$ cat config.mk
export PLATFORM = sky130hd
export DESIGN_NAME = current_reference
export DESIGN_NICKNAME = d
export VERILOG_FILES = /design/src/core/current_ref_pkg.sv /design/src/core/trim_if.sv /design/src/core/current_reference.sv /design/src/core/trim_pwm_select.sv
export SDC_FILE = /design/constraint.sdc
export NUM_CORES = 1
export LEC_CHECK = 0
export BUFFER_PORTS_ARGS = -buffer_cell sky130_fd_sc_hd__buf_2
export CAP_MARGIN = 20
export CORE_MARGIN = 2
export CORE_UTILIZATION = 45
export DETAILED_ROUTE_END_ITERATION = 10
export GPL_TIMING_DRIVEN = 1
export PLACE_DENSITY_LB_ADDON = 0.25
export SYNTH_ARGS = -nofsm -noshare
export SYNTH_HDL_FRONTEND = slang
export SYNTH_HIERARCHICAL = 1
export SYNTH_SLANG_ARGS = --single-unit
export TNS_END_PERCENT = 1
$ cat constraint.sdc
create_clock -name ref_clk -period 2.99 [get_ports ref_clk]
set_clock_uncertainty 0.05 [all_clocks]
set_input_delay 0.1495 -clock ref_clk [delete_from_list [all_inputs] [get_ports ref_clk]]
set_output_delay 0.1495 -clock ref_clk [all_outputs]
set_load 0.005 [all_outputs]
$ cat src/core/current_ref_pkg.sv
/*
 Constants shared by the current reference control block: register addresses,
 field positions, reset values and step weights.
 Assumes an 8-bit special-function-register bus clocked by the system clock.
*/
// What this block does
// - Control bit 7 picks direction: zero sources current, one sinks it.
// - Control bit 6 picks range: zero gives 1 uA steps, one gives 8 uA.
// - Bits 5:0 are the step count; current is sign times step times count.
// - A nonzero count enables the reference; writing 0x00 disables it.
// - After reset the control register reads zero: disabled, sourcing, low range.
// - With trim enabled, the chosen compare output gates an extra two-LSB source.
// - Count LSBs 00b with trim fully on equals count LSBs set to 10b.
package current_ref_pkg;
   localparam logic [7:0] CTRL_ADDR = 8'hD6;
   localparam logic [7:0] CFG_ADDR = 8'hB9;
   localparam logic [7:0] CTRL_RESET = 8'h00;
   localparam logic [7:0] CFG_RESET = 8'h00;
   localparam logic [7:0] CFG_MASK = 8'h87;
   localparam int SINK_BIT = 7;
   localparam int RANGE_BIT = 6;
   localparam int COUNT_MSB = 5;
   localparam int TRIM_EN_BIT = 7;
   localparam int TRIM_SEL_MSB = 2;
   localparam int NUM_CH = 6;
   localparam logic [2:0] LAST_CH = 3'h5;
   localparam logic [6:0] TRIM_WEIGHT = 7'h02;
   localparam logic [3:0] STEP_LOW_UA = 4'h1;
   localparam logic [3:0] STEP_HIGH_UA = 4'h8;
endpackage

$ cat src/core/trim_if.sv
/*
 Carries the trim settings from the control registers to the trim gate and
 the gate state back.
 Assumes both ends run on the same system clock.
*/
interface trim_if;
   logic enable;
   logic refOn;
   logic [2:0] sel;
   logic gate;
   modport ctrl (output enable, output refOn, output sel, input gate);
   modport gater (input enable, input refOn, input sel, output gate);
endinterface

$ cat src/core/current_reference.sv
/*
 Control logic of the programmable current reference: the control and trim
 configuration registers on the special-function-register bus, and registered
 settings for the analog source/sink stage.
 Assumes single-cycle bus strobes on ref_clk and a synchronous active-low reset.
*/
module current_reference
   import current_ref_pkg::*;
(
   // Clock and reset
   input wire logic ref_clk,
   input wire logic rstn,
   // Register bus
   input wire logic [7:0] sfrAddr,
   input wire logic sfrWr,
   input wire logic [7:0] sfrWdata,
   input wire logic sfrRd,
   output logic [7:0] sfrRdata,
   // Counter-array compare outputs
   input wire logic [NUM_CH-1:0] compareOutput,
   // Analog stage controls
   output logic sinkMode,
   output logic highRange,
   output logic [5:0] stepCount,
   output logic refEnable,
   output logic trimOn,
   output logic [9:0] currentUa
);
   logic [7:0] ctrl_r;
   logic [7:0] cfg_r;
   logic [7:0] rdata_r;
   logic sink_r;
   logic range_r;
   logic [5:0] count_r;
   logic enable_r;
   logic [9:0] current_r;
   trim_if tr ();

   function automatic logic [3:0] stepSize(input logic high);
      stepSize = high ? STEP_HIGH_UA : STEP_LOW_UA;
   endfunction

   // Register writes
   always_ff @(posedge ref_clk)
   begin
      if (!rstn)
         ctrl_r <= CTRL_RESET;
      else if (sfrWr && sfrAddr == CTRL_ADDR)
         ctrl_r <= sfrWdata;
   end

   always_ff @(posedge ref_clk)
   begin
      if (!rstn)
         cfg_r <= CFG_RESET;
      else if (sfrWr && sfrAddr == CFG_ADDR)
         cfg_r <= sfrWdata & CFG_MASK;
   end

   // Register reads; unmapped addresses read zero
   always_ff @(posedge ref_clk)
   begin
      if (!rstn)
         rdata_r <= 8'h00;
      else if (sfrRd)
      begin
         case (sfrAddr)
            CTRL_ADDR: rdata_r <= ctrl_r;
            CFG_ADDR: rdata_r <= cfg_r;
            default: rdata_r <= 8'h00;
         endcase
      end
   end

   // Analog settings, registered so they change together
   always_ff @(posedge ref_clk)
   begin
      if (!rstn)
      begin
         sink_r <= 1'b0;
         range_r <= 1'b0;
         count_r <= 6'h00;
         enable_r <= 1'b0;
      end
      else
      begin
         sink_r <= ctrl_r[SINK_BIT];
         range_r <= ctrl_r[RANGE_BIT];
         count_r <= ctrl_r[COUNT_MSB:0];
         enable_r <= ctrl_r[COUNT_MSB:0] != 6'h00;
      end
   end

   // Trim gate is computed from the same register state as enable_r, keeping them aligned
   assign tr.enable = cfg_r[TRIM_EN_BIT];
   assign tr.refOn = ctrl_r[COUNT_MSB:0] != 6'h00;
   assign tr.sel = cfg_r[TRIM_SEL_MSB:0];

   trim_pwm_select u_trim (
      .ref_clk(ref_clk),
      .rstn(rstn),
      .compareOutput(compareOutput),
      .tr(tr)
   );

   // Nominal magnitude in microamps; a fully-on trim adds two LSBs
   always_ff @(posedge ref_clk)
   begin
      if (!rstn)
         current_r <= 10'h000;
      else
         current_r <= 10'({1'b0, count_r} + (tr.gate ? TRIM_WEIGHT : 7'h00)) * 10'(stepSize(range_r));
   end

   assign sfrRdata = rdata_r;
   assign sinkMode = sink_r;
   assign highRange = range_r;
   assign stepCount = count_r;
   assign refEnable = enable_r;
   assign trimOn = tr.gate;
   assign currentUa = current_r;

   property p_sink;
      @(posedge ref_clk) disable iff (!rstn)
         (sfrWr && sfrAddr == CTRL_ADDR) ##1 !(sfrWr && sfrAddr == CTRL_ADDR) |-> ##1 sink_r == $past(sfrWdata[7], 2);
   endproperty
   a_sink: assert property (p_sink) else $error("direction not taken from bit 7");

   property p_range;
      @(posedge ref_clk) disable iff (!rstn)
         (!tr.gate && !$past(tr.gate)) |=> current_r == 10'(count_r) * 10'(stepSize(range_r)) || $changed(count_r)
            || $changed(range_r);
   endproperty
   a_range: assert property (p_range) else $error("current not step size times count");

   property p_count;
      @(posedge ref_clk) disable iff (!rstn)
         (sfrWr && sfrAddr == CTRL_ADDR) ##1 !(sfrWr && sfrAddr == CTRL_ADDR) |-> ##1 count_r == $past(sfrWdata[5:0], 2);
   endproperty
   a_count: assert property (p_count) else $error("step count not taken from bits 5:0");

   property p_disable;
      @(posedge ref_clk) disable iff (!rstn)
         (sfrWr && sfrAddr == CTRL_ADDR && sfrWdata == 8'h00) ##1 !(sfrWr && sfrAddr == CTRL_ADDR) |-> ##1 !enable_r;
   endproperty
   a_disable: assert property (p_disable) else $error("reference on after zero write");

   property p_enable;
      @(posedge ref_clk) disable iff (!rstn)
         enable_r == (count_r != 6'h00);
   endproperty
   a_enable: assert property (p_enable) else $error("enable disagrees with count");

   property p_reset;
      @(posedge ref_clk)
         (rstn && !$past(rstn)) |-> ctrl_r == CTRL_RESET && !sink_r && !range_r && !enable_r;
   endproperty
   a_reset: assert property (p_reset) else $error("control not zero after reset");

   property p_trim_weight;
      @(posedge ref_clk) disable iff (!rstn)
         (tr.gate && count_r[1:0] == 2'b00) |=> current_r == 10'($past(count_r) | 6'h02) * 10'(stepSize($past(range_r)));
   endproperty
   a_trim_weight: assert property (p_trim_weight) else $error("full trim not equal to LSBs 10b");

   property p_trim_gated;
      @(posedge ref_clk) disable iff (!rstn)
         !cfg_r[TRIM_EN_BIT] ##1 !cfg_r[TRIM_EN_BIT] |-> !tr.gate;
   endproperty
   a_trim_gated: assert property (p_trim_gated) else $error("trim on with enable clear");

   // Bounds follow from the 6-bit count: at most 63 steps of 1 uA or 8 uA
   property p_low_max;
      @(posedge ref_clk) disable iff (!rstn)
         (!range_r && !tr.gate) |=> current_r <= 10'h03F;
   endproperty
   a_low_max: assert property (p_low_max) else $error("low range current above its ceiling");

   property p_high_max;
      @(posedge ref_clk) disable iff (!rstn)
         (range_r && !tr.gate) |=> current_r <= 10'h1F8;
   endproperty
   a_high_max: assert property (p_high_max) else $error("high range current above its ceiling");

   // The trim source adds whole steps, so high range stays a multiple of 8 uA
   property p_high_step;
      @(posedge ref_clk) disable iff (!rstn)
         range_r |=> current_r[2:0] == 3'h0;
   endproperty
   a_high_step: assert property (p_high_step) else $error("high range current not whole 8 uA steps");

   property p_range_bit;
      @(posedge ref_clk) disable iff (!rstn)
         (sfrWr && sfrAddr == CTRL_ADDR) ##1 !(sfrWr && sfrAddr == CTRL_ADDR) |-> ##1 range_r == $past(sfrWdata[6], 2);
   endproperty
   a_range_bit: assert property (p_range_bit) else $error("range not taken from bit 6");

   property p_off_zero;
      @(posedge ref_clk) disable iff (!rstn)
         (!enable_r && !tr.gate) |=> current_r == 10'h000;
   endproperty
   a_off_zero: assert property (p_off_zero) else $error("current flows while disabled");

   property p_trim_needs_ref;
      @(posedge ref_clk) disable iff (!rstn)
         tr.gate |-> enable_r;
   endproperty
   a_trim_needs_ref: assert property (p_trim_needs_ref) else $error("trim on while reference disabled");

   // Control changes only through a bus write to its own address
   property p_ctrl_hold;
      @(posedge ref_clk) disable iff (!rstn)
         !(sfrWr && sfrAddr == CTRL_ADDR) |=> $stable(ctrl_r);
   endproperty
   a_ctrl_hold: assert property (p_ctrl_hold) else $error("control changed without a write");

   property p_read_ctrl;
      @(posedge ref_clk) disable iff (!rstn)
         (sfrRd && sfrAddr == CTRL_ADDR) |=> rdata_r == $past(ctrl_r);
   endproperty
   a_read_ctrl: assert property (p_read_ctrl) else $error("control read back wrong");

   property p_read_cfg;
      @(posedge ref_clk) disable iff (!rstn)
         (sfrRd && sfrAddr == CFG_ADDR) |=> rdata_r == $past(cfg_r);
   endproperty
   a_read_cfg: assert property (p_read_cfg) else $error("trim config read back wrong");

   property p_cfg_mask;
      @(posedge ref_clk) disable iff (!rstn)
         (sfrWr && sfrAddr == CFG_ADDR) |=> (cfg_r & ~CFG_MASK) == 8'h00;
   endproperty
   a_cfg_mask: assert property (p_cfg_mask) else $error("unused trim config bits stored");
endmodule

$ cat src/core/trim_pwm_select.sv
/*
 Picks one counter-array compare output and gates the two-LSB trim source.
 Assumes the compare outputs come from logic on the same system clock.
*/
module trim_pwm_select
   import current_ref_pkg::*;
(
   // Clock and reset
   input wire logic ref_clk,
   input wire logic rstn,
   // Counter-array compare outputs
   input wire logic [NUM_CH-1:0] compareOutput,
   // Settings and gate
   trim_if.gater tr
);
   logic gate_r;

   // Channel numbers past the last one select nothing rather than an unknown bit
   always_ff @(posedge ref_clk)
   begin
      if (!rstn)
         gate_r <= 1'b0;
      else if (tr.enable && tr.refOn && tr.sel <= LAST_CH)
         gate_r <= compareOutput[tr.sel];
      else
         gate_r <= 1'b0;
   end

   assign tr.gate = gate_r;

   property p_trim_follow;
      @(posedge ref_clk) disable iff (!rstn)
         (tr.enable && tr.refOn && tr.sel <= LAST_CH) |=> (gate_r == $past(compareOutput[tr.sel]));
   endproperty
   a_trim_follow: assert property (p_trim_follow) else $error("trim gate does not follow compare output");

   property p_trim_off;
      @(posedge ref_clk) disable iff (!rstn)
         (!tr.enable || !tr.refOn) |=> !gate_r;
   endproperty
   a_trim_off: assert property (p_trim_off) else $error("trim gate on while disabled");
endmodule

==> summary.txt <==
Status
  • Status: finished clean

Clock tree
  • Post-CTS Resized: 0
  • Clock Tree Buf Depth: 2
  • TritonCTS clock tree: built
  • Clock Sinks: 40
  • Clk slew on worst S/H paths: 0.08 ns
  • Clock Tree Root: clkbuf_8
  • Worst-skew pair later-pin latency: 0.28 ns
  • Cts hold-fix bufs: 0
  • Postcts setup bufs: 0
  • TritonCTS Buffers: 5
  • H-tree levels: 2

Yosys
  • Yosys top cell area share: 45.75%
  • Post-Synth XOR/XNOR Area: 2.001%
  • Top post-synthesis cells by count: 40 x dfxtp_1, 24 x a21oi_1, 21 x nand3_1
  • Count leader, synth: dfxtp_1
  • Synth Area in Simple Gates: 25.09%
  • Largest family of logic cells by synthesized area: simple AND/OR/NAND/NOR gates
  • Synth Register Bits: 40
  • Synthesized area per cell: 9.262 um2
  • Main synth FF type: dfxtp_1
  • Syn Inst Count: 189
  • Mapped Area: 0.001750 mm2
  • Top cell type by total area after synthesis: dfxtp_1
  • Multiplexer share of the synthesized area: 2.430%
  • Yosys warnings: 6
  • Synth Area in Adders: 6.147%
  • Async set-reset flop share out of synthesis: 0%
  • Seq/Total Area, Yosys: 45.75%
  • Netlist cell types: 35
  • Number of flops mapped to enable cells by yosys: 0
  • Post-synthesis compound-gate area fraction: 15.51%
  • Main area contributors after synthesis: dfxtp_1 46%, a21oi_1 6.9%, nand3_1 6.0%, and2_1 5.7%, ha_1 5.0%

Critical path
  • CP arrival: 2.72 ns
  • CP startpoint kind: flop
  • Critical path class: reg -> reg
  • Critical Path RT: 3.15 ns
  • Crit path from: stepCount[1]
  • Worst R2R Start: stepCount[1]
  • Kind of end point of the critical path: flop
  • Critical Path Fanout Max: 3

Floorplanning
  • Die height: 66.37 um
  • Die area: 0.004405 mm2
  • Initial Util: 47.46%
  • Core area: 0.003689 mm2
  • Io pins: 54
  • Chip Width: 66.37 um
  • Rows: 22

Placed design
  • HPWL Detailed: 2.786 mm
  • Pre-CTS setup slack: 0.4638 ns
  • GPL Wtd Cong: 0.8721
  • Port buffer count: 53

GRT
  • Largest net degree at the start of global routing: 21
  • First-pass GRT wire length: 5.968 mm
  • Total gr overflow: 0
  • Vias in the first global route: 1,374
  • Initial antenna violation count: 0
  • GRT Total Usage: 17.94%

Min path
  • Hold Path Class: in -> reg
  • HP Start: sfrWdata[3]

Layout
  • Synthesis-to-layout area growth: 23.59%
  • Layout Nets: 278
  • Share of cells above drive strength 1: 28.57%
  • Ant diodes: 0

Timing
  • Hold slack: 0.05839 ns
  • Tcrit/Tclk final: 85.51%
  • Slew margin rel.: 47.50%
  • Measured slew at the worst slew-check pin: 0.7817 ns
  • Min Tclk post-route: 2.557 ns
  • Max Slew Vio Count: 0
  • Final hold vios: 0
  • Setup TNS: 0 ns
  • RSZ-0062 raised after global routing: no
  • F_max: 0.3911 GHz
  • Setup-failing EPs final: 0
  • Worst setup margin: 0.4331 ns

Routing
  • Drt wl/cell: 12.35 um
  • Post-route ant nets: 0
  • DR vias: 1,481
  • Remaining DRCs: 0
  • Detailed Routing Iterations Pass 1: 4
  • Routed vias/inst: 5.055
  • Drt total wl: 3.620 mm
  • Drt initial violations: 50

Power
  • Peak supply drop: 0.3689 mV
  • Static Leak: 0.0009613 uW
  • PwrDens: 475.5 mW/mm2

Job
  • Maxcap violations: 0
[worst paths after layout]
check / endpoint / slack [ns] / depth (start not counted)
max reg2reg: currentUa[8] / 0.43 / 11
max: currentUa[8] / 0.43 / 11
min: ctrl_r[3] / 0.06 / 3
min reg2reg: sfrRdata[4] / 0.42 / 2
[metal layers]
| layer | wire (um) | GRT usage, % | share of wire [%] |
|---|---|---|---|
| met5 | 0 | 0 | 0 |
| met4 | 58 | 6.378 | 1.6 |
| met3 | 190 | 4.259 | 5.2 |
| met2 | 1674 | 30.13 | 46 |
| met1 | 1696 | 22.28 | 47 |
[sequential cells by signal (all words and copies together) (netlist names)]
name and cells:
cfg_r 4, refEnable 1, highRange 1, sfrRdata 8, u_trim/tr.gate 1, ctrl_r 8
stepCount 6, sinkMode 1, currentUa 10
[logic make-up (layout without fill, tap and decap cells)]
group / after synthesis / after routing
and+or+nand+nor: 75 / 75
AOI/OAI and AO/OA: 45 / 45
DFF: 40 / 40
buffers and inverters: 12 / 65
adders and majority gates: 8 / 8
xor gates and xnor gates: 4 / 4
muxes: 4 / 4
other: 1 / 4
[power by group]
part / internal, uW / switching [uW]
clock: 247 / 185
combinational: 24.8 / 32.5
sequential: 537 / 2.24
total: 809 / 220
[layout make-up]
cell class	instances	area (um2)
clock buffers	5	68.82
clock inverters	3	42.54
fillers	346	1525
inverters	4	15.01
multi-input cells	140	910.9
flip-flops and latches	40	800.8
well taps	48	60.06
repair buffers	53	265.3
[layout by cell type, fill, tap and decap left out, types with 2 or more instances in the layout]
cell type,count
buf_2,53
dfxtp_1,40
a21oi_1,24
nand3_1,21
and2_1,16
nand2_1,16
nor2_1,8
ha_1,7
o21ai_0,6
clkbuf_8,5
xnor2_1,4
inv_1,4
nand2b_1,4
a22oi_1,4
a21o_1,4
conb_1,4
mux2_2,2
mux2i_1,2
a211oi_1,2
o21bai_1,2
[critical path, stage by stage (launching register included)]
cell and delay, ns:
dfxtp_1 0.32, ha_1 0.21, ha_1 0.21, xnor2_1 0.21
nor2_1 0.07, ha_1 0.21, ha_1 0.22, fa_1 0.41
a21o_1 0.17, a21oi_1 0.17, nand3_1 0.10, a21oi_1 0.14
[through the flow]
step | area, um2 | power [uW] | std cells | util (%)
finish | 2163 | 1029 | 293 | 58.65
global route | 2163 | 1072 | 293 | 58.65
CTS | 2163 | 1039 | 293 | 58.65
detailed placement | 2052 | 609.6 | 285 | 55.63
global placement | 2052 | 608.6 | 285 | 55.63
floorplan | 1762 | 578.5 | 192 | -
(Power assumes the default switching activity.)
